**config.mk**
```make
export PLATFORM = sky130hd
export DESIGN_NAME = sfm_supply_fault_monitor
export DESIGN_NICKNAME = d
export VERILOG_FILES = /design/src/verilog/sfm_pkg.sv /design/src/verilog/sfm_qualifier.sv /design/src/verilog/sfm_supply_fault_monitor.sv
export SDC_FILE = /design/constraint.sdc
export NUM_CORES = 1
export LEC_CHECK = 0
export CORE_MARGIN = 3
export CORE_UTILIZATION = 60
export DETAILED_ROUTE_END_ITERATION = 6
export DONT_BUFFER_PORTS = 1
export GPL_ROUTABILITY_DRIVEN = 0
export PLACE_DENSITY = 0.76
export SYNTH_ARGS = -nofsm -noshare
export SYNTH_HDL_FRONTEND = slang
export SYNTH_HIERARCHICAL = 1
export SYNTH_SLANG_ARGS = --single-unit
```
**constraint.sdc**
```tcl
create_clock -name sys_clk_i -period 8.8 [get_ports sys_clk_i]
set_input_delay 0.88 -clock sys_clk_i [delete_from_list [all_inputs] [get_ports sys_clk_i]]
set_output_delay 0.88 -clock sys_clk_i [all_outputs]
set_load 0.03 [all_outputs]
```
**src/verilog/sfm_pkg.sv**
```systemverilog
// Constants shared by the supply fault monitor
package sfm_pkg;
    // Clock and qualify timing
    localparam int CLK_PERIOD_NS = 10;
    localparam int QUALIFY_STEP_NS = 250;
    localparam int QUALIFY_STEP_CYCLES = (QUALIFY_STEP_NS + CLK_PERIOD_NS - 1) / CLK_PERIOD_NS;
    // Threshold code arithmetic, millivolts
    localparam int THRESHOLD_BASE_MV = 1;
    localparam int THRESHOLD_STEP_MV = 1;
    localparam int CODE_WIDTH = 7;
    localparam int QUAL_WIDTH = 3;
    localparam int COUNT_WIDTH = 8;
    localparam int PRESCALE_WIDTH = 2;
    localparam logic [COUNT_WIDTH-1:0] COUNT_MAX = 8'hFF;
    // Fault index positions
    localparam int FAULT_OCP = 0;
    localparam int FAULT_UVP = 1;
    localparam int FAULT_UVN = 2;
    localparam int NUM_FAULTS = 3;
    // Reset values
    localparam logic NOMINAL_VOLTAGE_RESET = 1'h0;
    localparam logic [PRESCALE_WIDTH-1:0] PRESCALE_RESET = 2'h0;
    // Interval timer states
    typedef enum logic [1:0] {
        SFM_TMR_IDLE,
        SFM_TMR_RUN,
        SFM_TMR_DONE
    } sfm_tmr_state_t;
endpackage : sfm_pkg

```
**src/verilog/sfm_qualifier.sv**
```systemverilog
// Comparator qualifier: timer restarted on every deassertion
`timescale 1ns/1ns
`default_nettype none
module sfm_qualifier
    import sfm_pkg::*;
(
    input wire logic sys_clk_i, // System clock
    input wire logic reset_i, // Synchronous reset
    input wire logic [QUAL_WIDTH-1:0] qualify_code_i, // Multiple of 250 ns
    input wire logic comparator_i, // Synchronised comparator level
    output logic valid_o // Held while qualified
);
    localparam int TOTAL_WIDTH = 12;
    logic [TOTAL_WIDTH-1:0] count;
    logic [TOTAL_WIDTH-1:0] target;

    // Code 0 is treated as one step: the multiple must be positive
    always_comb begin
        target = TOTAL_WIDTH'((qualify_code_i == 3'h0 ? 1 : int'(qualify_code_i))
                 * QUALIFY_STEP_CYCLES);
    end

    // Count while asserted, clear on release
    always_ff @(posedge sys_clk_i) begin
        if (reset_i || !comparator_i) begin
            count <= '0;
            valid_o <= 1'b0;
        end else if (count >= target - TOTAL_WIDTH'(1)) begin
            valid_o <= 1'b1;
        end else begin
            count <= count + TOTAL_WIDTH'(1);
        end
    end
endmodule : sfm_qualifier
`default_nettype wire

```
**src/verilog/sfm_supply_fault_monitor.sv**
```systemverilog
// Supply fault monitor: overcurrent/undervoltage flags, actions, interval timer
`timescale 1ns/1ns
`default_nettype none
module sfm_supply_fault_monitor
    import sfm_pkg::*;
(
    input wire logic sys_clk_i, // 100 MHz clock
    input wire logic reset_i, // Synchronous power-on reset
    // Configuration
    input wire logic [CODE_WIDTH-1:0] pos_overcurrent_threshold_code_i, // Trip code
    input wire logic [CODE_WIDTH-1:0] neg_overcurrent_threshold_code_i, // Trip code
    input wire logic [QUAL_WIDTH-1:0] pos_overcurrent_qualify_code_i, // n x 250 ns
    input wire logic nominal_voltage_select_i, // 0 = 12 V, 1 = 48 V
    input wire logic current_dependent_isolation_en_i, // Isolation mode bit
    input wire logic [NUM_FAULTS-1:0] pin_mask_i, // POS_OVERCURRENT_THRESHOLD_CODE, POSITIVE_UNDERVOLTAGE, NEGATIVE_UNDERVOLTAGE pin masks
    input wire logic [NUM_FAULTS-1:0] bridge_off_en_i, // Bridge action bits
    input wire logic [NUM_FAULTS-1:0] reverse_off_en_i, // Reverse action bits
    input wire logic [NUM_FAULTS-1:0] phase_latch_en_i, // Phase action bits
    input wire logic [NUM_FAULTS-1:0] flag_clear_i, // Write-1 pulses per flag
    // Interval timer control
    input wire logic enable_write_i, // Pulse: enable register written
    input wire logic interval_timer_enable_i, // Enable bit of that write
    input wire logic interval_timer_reset_i, // Pulse: reset bit written 1
    input wire logic timer_indication_clear_i, // Pulse: write 1 to indication
    input wire logic [PRESCALE_WIDTH-1:0] interval_timer_prescale_i, // Divide code
    // Analog comparator pins, asynchronous
    input wire logic pos_overcurrent_cmp_i, // Positive overcurrent comparator
    input wire logic neg_overcurrent_cmp_i, // Negative overcurrent comparator
    input wire logic neg_overcurrent_valid_i, // Filtered negative overcurrent
    input wire logic positive_undervoltage_cmp_i, // Valid positive undervoltage
    input wire logic negative_undervoltage_cmp_i, // Valid negative undervoltage
    input wire logic phase_off_i, // Phase switches currently off
    // Outputs
    output logic [CODE_WIDTH:0] pos_overcurrent_threshold_mv_o, // Trip level, mV
    output logic [CODE_WIDTH:0] neg_overcurrent_threshold_mv_o, // Trip level, mV
    output logic undervoltage_threshold_sel_o, // 1 = 48 V comparator set
    output logic [NUM_FAULTS-1:0] fault_flag_o, // POS_OVERCURRENT_THRESHOLD_CODE, POSITIVE_UNDERVOLTAGE, NEGATIVE_UNDERVOLTAGE flags
    output logic fault_indicator_pin_n_o, // Low while unmasked fault
    output logic bridge_off_o, // Bridge switch latched off
    output logic reverse_off_o, // Reverse switch off
    output logic phase_hold_off_o, // Phase switches held off
    output logic current_isolation_active_o, // Isolation mode live
    output logic [COUNT_WIDTH-1:0] interval_timer_count_o, // Saturating count
    output logic interval_timer_reset_flag_o // Timer reset indication
);
    // Three-stage synchronisers for asynchronous inputs
    localparam int NUM_SYNC = 6;
    logic [NUM_SYNC-1:0] raw_in;
    logic [NUM_SYNC-1:0] sync1;
    logic [NUM_SYNC-1:0] sync2;
    logic [NUM_SYNC-1:0] sync3;
    logic [NUM_SYNC-1:0] stable;

    assign raw_in = {phase_off_i, negative_undervoltage_cmp_i, positive_undervoltage_cmp_i,
                     neg_overcurrent_valid_i, neg_overcurrent_cmp_i, pos_overcurrent_cmp_i};

    genvar gi;
    generate
        for (gi = 0; gi < NUM_SYNC; gi++) begin : g_sync
            // A change counts only once stages two and three agree
            always_ff @(posedge sys_clk_i) begin
                if (reset_i) begin
                    sync1[gi] <= 1'b0;
                    sync2[gi] <= 1'b0;
                    sync3[gi] <= 1'b0;
                    stable[gi] <= 1'b0;
                end else begin
                    sync1[gi] <= raw_in[gi];
                    sync2[gi] <= sync1[gi];
                    sync3[gi] <= sync2[gi];
                    if (sync2[gi] == sync3[gi]) begin
                        stable[gi] <= sync3[gi];
                    end
                end
            end
        end
    endgenerate

    logic ocp_cmp;
    logic ocn_cmp;
    logic ocn_valid;
    logic phase_off;
    assign ocp_cmp = stable[0];
    assign ocn_cmp = stable[1];
    assign ocn_valid = stable[2];
    assign phase_off = stable[5];

    // Threshold arithmetic shared by both overcurrent codes
    function automatic logic [CODE_WIDTH:0] code_to_mv(input logic [CODE_WIDTH-1:0] code);
        code_to_mv = (CODE_WIDTH+1)'(THRESHOLD_STEP_MV * int'(code) + THRESHOLD_BASE_MV);
    endfunction : code_to_mv

    always_ff @(posedge sys_clk_i) begin
        if (reset_i) begin
            pos_overcurrent_threshold_mv_o <= '0;
            neg_overcurrent_threshold_mv_o <= '0;
            undervoltage_threshold_sel_o <= NOMINAL_VOLTAGE_RESET;
        end else begin
            pos_overcurrent_threshold_mv_o <= code_to_mv(pos_overcurrent_threshold_code_i);
            neg_overcurrent_threshold_mv_o <= code_to_mv(neg_overcurrent_threshold_code_i);
            undervoltage_threshold_sel_o <= nominal_voltage_select_i;
        end
    end

    // Overcurrent qualifier
    logic ocp_valid;
    sfm_qualifier u_ocp_qualifier (
        .sys_clk_i(sys_clk_i),
        .reset_i(reset_i),
        .qualify_code_i(pos_overcurrent_qualify_code_i),
        .comparator_i(ocp_cmp),
        .valid_o(ocp_valid)
    );

    logic [NUM_FAULTS-1:0] condition;
    assign condition = {stable[4], stable[3], ocp_valid};

    // Flags: set wins, clear only with condition gone
    logic [NUM_FAULTS-1:0] flag;
    generate
        for (gi = 0; gi < NUM_FAULTS; gi++) begin : g_flag
            always_ff @(posedge sys_clk_i) begin
                if (reset_i) begin
                    flag[gi] <= 1'b0;
                end else if (condition[gi]) begin
                    flag[gi] <= 1'b1;
                end else if (flag_clear_i[gi]) begin
                    flag[gi] <= 1'b0;
                end
            end
        end
    endgenerate

    // Action terms; a flag stands for its latched fault state
    logic pin_low;
    logic bridge_trip;
    logic reverse_trip;
    logic phase_trip;
    assign pin_low = |(flag & ~pin_mask_i);
    assign bridge_trip = |(flag & bridge_off_en_i);
    assign reverse_trip = |(flag & reverse_off_en_i);
    assign phase_trip = |(flag & phase_latch_en_i);

    // Isolation mode: a reverse trip overrides it
    logic iso_live;
    assign iso_live = current_dependent_isolation_en_i && !reverse_trip;

    always_ff @(posedge sys_clk_i) begin
        if (reset_i) begin
            fault_indicator_pin_n_o <= 1'b1;
            fault_flag_o <= '0;
            bridge_off_o <= 1'b0;
            reverse_off_o <= 1'b0;
            current_isolation_active_o <= 1'b0;
        end else begin
            fault_indicator_pin_n_o <= !pin_low;
            fault_flag_o <= flag;
            bridge_off_o <= bridge_trip;
            reverse_off_o <= reverse_trip || (iso_live && ocn_cmp);
            current_isolation_active_o <= iso_live;
        end
    end

    // Phase latch holds phases only if already off when the fault stands
    always_ff @(posedge sys_clk_i) begin
        if (reset_i) begin
            phase_hold_off_o <= 1'b0;
        end else if (!phase_trip) begin
            phase_hold_off_o <= 1'b0;
        end else if (phase_off) begin
            phase_hold_off_o <= 1'b1;
        end
    end

    // Prescaler: ratios 1, 2, 4, 8
    logic [2:0] pre_count;
    logic [2:0] pre_limit;
    logic tick;
    sfm_tmr_state_t tmr_state;
    assign pre_limit = 3'((4'h1 << interval_timer_prescale_i) - 4'h1);
    assign tick = (pre_count == pre_limit);

    always_ff @(posedge sys_clk_i) begin
        if (reset_i || tmr_state != SFM_TMR_RUN || tick) begin
            pre_count <= '0;
        end else begin
            pre_count <= pre_count + 3'h1;
        end
    end

    // Interval timer; a filtered overcurrent of either polarity stops it
    logic fault_stop;
    logic enable_rise;
    assign fault_stop = ocp_valid || ocn_valid;
    assign enable_rise = enable_write_i && interval_timer_enable_i && !interval_timer_reset_i;

    always_ff @(posedge sys_clk_i) begin
        if (reset_i) begin
            tmr_state <= SFM_TMR_IDLE;
            interval_timer_count_o <= '0;
        end else if (interval_timer_reset_i
                     || (enable_write_i && !interval_timer_enable_i)) begin
            tmr_state <= SFM_TMR_IDLE;
            interval_timer_count_o <= '0;
        end else begin
            case (tmr_state)
                SFM_TMR_IDLE: begin
                    if (enable_rise) begin
                        tmr_state <= SFM_TMR_RUN;
                        interval_timer_count_o <= '0;
                    end
                end
                SFM_TMR_RUN: begin
                    if (fault_stop) begin
                        tmr_state <= SFM_TMR_DONE;
                    end else if (tick && interval_timer_count_o != COUNT_MAX) begin
                        interval_timer_count_o <= interval_timer_count_o + 8'h01;
                    end
                end
                default: begin
                    // Result held until reset or new enable write
                    if (enable_rise) begin
                        tmr_state <= SFM_TMR_RUN;
                        interval_timer_count_o <= '0;
                    end
                end
            endcase
        end
    end

    // Timer reset indication: set wins over clear
    always_ff @(posedge sys_clk_i) begin
        if (reset_i) begin
            interval_timer_reset_flag_o <= 1'b0;
        end else if (enable_rise) begin
            interval_timer_reset_flag_o <= 1'b1;
        end else if (timer_indication_clear_i) begin
            interval_timer_reset_flag_o <= 1'b0;
        end
    end
endmodule : sfm_supply_fault_monitor
`default_nettype wire

```
**After elaboration in Yosys (flattened, before gate mapping)**

Cells that the tools add are included.

- Input port bits: 48
- Output and inout bits: 34
- Logic and storage cells: 118
- Register bits: 79

- Muxes and demuxes: 16
- $add $sub $neg: 7
- Reductions and logical operators: 31
- Multiply operators: 1
- Bitwise operators: 6
- Shift-type cells: 1
- Eq/ne operators: 13
- Order comparisons: 1

Operators with widths:

| cell | number |
|---|---|
| multiplier 32 x 6 -> 12 bit (second input constant) | 1 |
| two-way mux 8 bit | 4 |
| adder 7 x 1 -> 8 bit (second input constant) | 2 |
| adder 12 x 1 -> 12 bit (second input constant) | 1 |
| AND 3 bit | 4 |
| greater-or-equal comparator 12 bit | 1 |
| OR reduction 3 bit | 4 |
| subtractor 12 x 1 -> 12 bit (second input constant) | 1 |
| nonzero test 2 bit | 5 |
| adder 8 x 1 -> 8 bit (second input constant) | 1 |
| two-way mux 1 bit | 8 |
| != test 8 bit (second input constant) | 1 |
| equality test 1 bit | 6 |
| logical AND 1 bit | 6 |
| logical OR 1 bit | 6 |
| two-way mux 2 bit | 3 |
| != test 2 bit (second input constant) | 3 |
| logical NOT 1 bit | 5 |
| OR reduction 2 bit | 2 |
| adder 3 x 1 -> 3 bit (second input constant) | 1 |
| equality test 3 bit | 1 |
| logical NOT 3 bit | 1 |
| two-way mux 3 bit | 1 |
| inverter 3 bit | 1 |
| other kinds (7) | 7 |

**Depth between registers and ports, before layout**

- Depth in word-level cells: 7
- Gate-level depth with buffers: 19
- Depth with buffers taken out: 18

**Modules after synthesis**

The synthesis kept the hierarchy.

By module, submodules not included:

| module | seq. area each (um^2) | instances | area an instance (um^2) | cells each |
|---|---|---|---|---|
| sfm_supply_fault_monitor | 1,321.3 | 1 | 2,401.1 | 252 |
| sfm_qualifier | 260.2 | 1 | 1,019.7 | 113 |

**Worst setup path after synthesis**

No wires, ideal clock.

- Path type: input to register
- From: in pos_overcurrent_qualify_code_i[2]
- To: reg u_ocp_qualifier.count[1]
- Stages: 18
- Arrival time: 4.048 ns
- Library setup time: 0.124 ns
- Path buffers: 1
- Data required time: 8.676 ns
- Setup slack: 4.628 ns
- Cell sequence: o21bai_1 inv_1 ha_1 inv_1 ha_1 nor2b_1 a21o_1 a21o_1 a21oi_1 o22ai_1 xnor2_1 ha_1 and4_1 a2111oi_4 and2_4 buf_8 mux2i_1 nor2_1

- Word-level cells in the longest chain between the ends: 5

RTL lines:

| item | line | RTL |
|---|---|---|
| start: declaration | sfm_supply_fault_monitor.sv:12 | `input wire logic [QUAL_WIDTH-1:0] pos_overcurrent_qualify_code_i,` |
| logical NOT 3 bit | sfm_qualifier.sv:19 | `target = TOTAL_WIDTH'((qualify_code_i == 3'h0 ? 1 : int'(qualify_code_i))` |
| two-way mux 3 bit * | sfm_qualifier.sv:19 |  |
| multiplier 32 x 6 -> 12 bit * | sfm_qualifier.sv:20 | `* QUALIFY_STEP_CYCLES);` |
| subtractor 12 x 1 -> 12 bit * | sfm_qualifier.sv:28 | `end else if (count >= target - TOTAL_WIDTH'(1)) begin` |
| greater-or-equal comparator 12 bit * | sfm_qualifier.sv:28 |  |
| end signal: assignment | sfm_qualifier.sv:31 | `count <= count + TOTAL_WIDTH'(1);` |
| end: declaration | sfm_qualifier.sv:14 | `logic [TOTAL_WIDTH-1:0] count;` |

Every way passes the cells marked *; elsewhere a longest branch is shown, timed or not.
A chain may end at the register's enable or synchronous reset.

**Worst setup path in the final report**

Same ends and word-level chain as after synthesis.

==> flow_metrics.py <==
metrics = {
    "run_status": {
        "status": "finished clean",
    },
    "min_path": {
        "min_from": "sync1[5]$_SDFF_PP0_",
        "whs_path_depth": 1,
        "hold_path.class": "flip-flop to flip-flop",
        "whs_endpoint": "sync2[5]$_SDFF_PP0_",
    },
    "floorplanning": {
        "die-area_sq_mm": 0.00664,
        "io_pins": 82,
        "initial_core_util": 0.645,
        "core_area_sq_mm": 0.00530,
        "rows": 26,
        "fp.dieH_um": 81.5,
        "die_x_um": 81.5,
    },
    "finish": {
        "diodes": 0,
        "fillers": 416,
        "final_core_util": 0.696,
        "drive_above_1_share": 0.0753,
        "nNetsFinal": 435,
        "syn2layout_area_growth_pct": 7.83,
    },
    "setup_path": {
        "rrSetupSlack_ns": 6.67,
        "cp.arrival_ns": 4.28,
        "worstPathMaxFanout": 7,
        "reg2regPathDepth": 7,
        "r2r-start": "u_ocp_qualifier/count[5]$_SDFFE_PP0N_",
        "rr_endpoint": "u_ocp_qualifier/count[1]$_SDFFE_PP0N_",
        "crit_path_start_kind": "primary input",
        "end_kind": "flip-flop",
        "worstSetupPathType": "primary input to flip-flop",
        "required_ns": 9.02,
    },
    "clocking": {
        "cts_setup_buffers": 0,
        "numCtsBuffers": 9,
        "postCtsHoldBufs": 0,
        "clk_latency_ns": 0.34,
        "path_clk_slew_ns": 0.08,
        "cts_tree": "yes",
        "cts.sinks": 79,
        "ctsRootBufferMaster": "clkbuf_8",
        "ctsResizeCount": 0,
        "htree_levels": 3,
        "cts_buffer_depth": 2,
    },
    "yosys": {
        "ys_warn_count": 6,
        "synthTopCellsByArea": "dfxtp_1 46%, ha_1 7.3%, nor2b_1 4.9%",
        "synth-seq-area-share": 0.462,
        "syn_nets": 433,
        "synth.most_common_cell": "dfxtp_1",
        "syn_inst": 365,
        "syn_area_sq_mm": 0.00342,
        "ys_seq_elements": 79,
        "synthArstFlopShare": 0,
        "synth.distinct_cells": 54,
        "synth_ff_type": "dfxtp_1",
        "yosys-top-cells-count": "79 x dfxtp_1, 28 x nor2_1, 27 x nor2b_1",
        "yosysTopAreaCellShare": 0.462,
        "synth-edff-count": 0,
        "synth.largest_area_cell": "dfxtp_1",
        "avgSynthCellArea_sq_um": 9.37,
    },
    "pwr": {
        "power_uw": 717,
        "p_leak_nw": 1.42,
        "ir_drop_mv": 0.154,
        "power_density_mw_per_mm2": 194,
    },
    "timing": {
        "post-route-min-period_ns": 4.06,
        "final-max-slew-violation-count": 0,
        "fmax_ghz": 0.246,
        "holdWs_ns": 0.439,
        "setup_tns_ns": 0,
        "max_slew_margin": 0.429,
        "period_share": 0.461,
        "hold_violations": 0,
        "max_slew.worst_pin.slew_ns": 0.849,
        "setup_viol": 0,
        "rsz0062_at_grt": "false",
        "finClkSkew_ns": 0.00657,
    },
    "grt": {
        "track_usage": 0.196,
        "grt_max_degree": 59,
        "grt_pass1_vias": 2380,
        "grt_antenna_before_repair": 0,
        "grt_pass1_wl_um": 10200,
        "overflow": 0,
    },
    "job": {
        "maxCapViolations": 0,
    },
    "routing": {
        "drt-vias-per-instance": 5.61,
        "vias": 2481,
        "drtIter0Drc": 96,
        "ant_nets": 0,
        "wl_per_cell_um": 14.0,
        "drt-total-wl_um": 6200,
        "dr.pass1.iters": 5,
        "drc": 0,
    },
    "place": {
        "hpwl_um": 4440,
        "io_buffers": 0,
    },
}
==> per-stage QoR <==
stage | setup slack [ns] | instances | area (sq um)
6_report | 4.74 | 442 | 3690
3_5_place_dp | 4.41 | 426 | 3460
3_3_place_gp | 4.55 | 426 | 3460
5_1_grt | 4.51 | 442 | 3690
2_1_floorplan | 4.63 | 365 | 3420
4_1_cts | 4.77 | 442 | 3690
==> worst max-delay path by stage <==
stage	from	end	slack (ns)	cells after the start
after CTS	pos_overcurrent_qualify_code_i[2]	u_ocp_qualifier/count[1]$_SDFFE_PP0N_	4.77	17
after floorplan	pos_overcurrent_qualify_code_i[2]	u_ocp_qualifier/count[1]$_SDFFE_PP0N_	4.63	18
after global placement	pos_overcurrent_qualify_code_i[2]	u_ocp_qualifier/count[1]$_SDFFE_PP0N_	4.55	17
final	pos_overcurrent_qualify_code_i[2]	u_ocp_qualifier/count[1]$_SDFFE_PP0N_	4.74	17
after detailed placement	pos_overcurrent_qualify_code_i[2]	u_ocp_qualifier/count[1]$_SDFFE_PP0N_	4.41	17
after global routing	pos_overcurrent_qualify_code_i[2]	u_ocp_qualifier/count[1]$_SDFFE_PP0N_	4.51	17
==> state kept, by name, summed over array words and instances, names as in the netlist, 2 cells and up <==
| name | cells |
|---|---|
| neg_overcurrent_threshold_mv_o | 8 |
| sync1 | 6 |
| sync3 | 6 |
| condition | 2 |
| pos_overcurrent_threshold_mv_o | 8 |
| pre_count | 3 |
| u_ocp_qualifier/count | 12 |
| sync2 | 6 |
| interval_timer_count_o | 8 |
| flag | 3 |
| tmr_state | 2 |
| fault_flag_o | 3 |
==> power by group <==
part	switching (mW)	internal (mW)	leakage, nW
Combinational	0.0224	0.0208	0.672
Clock	0.132	0.163	0.107
Sequential	0.0136	0.366	0.644
==> final cells by class <==
cell class,instances,area (sq um),share of cell area
Clock inverter,7,101,0.0275
Tap cell,70,87.6,0.0237
Sequential cell,79,1580,0.429
Multi-Input combinational cell,256,1720,0.465
Inverter,21,78.8,0.0214
Clock buffer,9,124,0.0336
==> cells by family (layout without fill, tap and decap cells) <==
family,count (synthesis),after routing,share of synthesized area
buf+inv,30,37,0.0362
simple gates,149,149,0.245
mux,7,7,0.0205
compound gates,61,61,0.114
flops,79,79,0.462
xor+xnor,19,19,0.0486
fa+ha+maj,20,20,0.0732
==> critical path, cell delays in order <==
cell	delay [ns]
o21bai_1	0.22
inv_1	0.09
ha_1	0.28
inv_1	0.04
ha_1	0.28
nor2b_1	0.16
a21o_1	0.18
a21o_1	0.20
a21oi_1	0.16
o22ai_1	0.10
xnor2_1	0.18
ha_1	0.27
and4_1	0.23
a2111oi_4	0.46
and2_4	0.28
mux2i_1	0.20
nor2_1	0.05
==> placed cells by master (no fill, tap or decap), drive strengths merged, types with 3 or more instances in the layout <==
cell type  netlist  final
clkbuf           5      9
o21ai           16     16
mux2i            7      7
nor2b           27     27
a21oi           24     24
and3             5      5
a21o             4      4
ha              20     20
xor2            10     10
xnor2            9      9
and4             3      3
nor2            28     28
or4              4      4
or3              9      9
dfxtp           79     79
nand4            4      4
nand2b           6      6
and2             6      6
nand2           25     25
a222oi           3      3
nand3           16     16
nor3             5      5
inv             21     24
==> per-layer routing <==
metal	track usage	vias up	wire length (um)
li1	-	1261	-
met4	0.0760	0	36
met3	0.0559	3	391
met5	0	-	0
met1	0.248	1147	2830
met2	0.317	70	2940
Power figures use the tool's default switching activity.
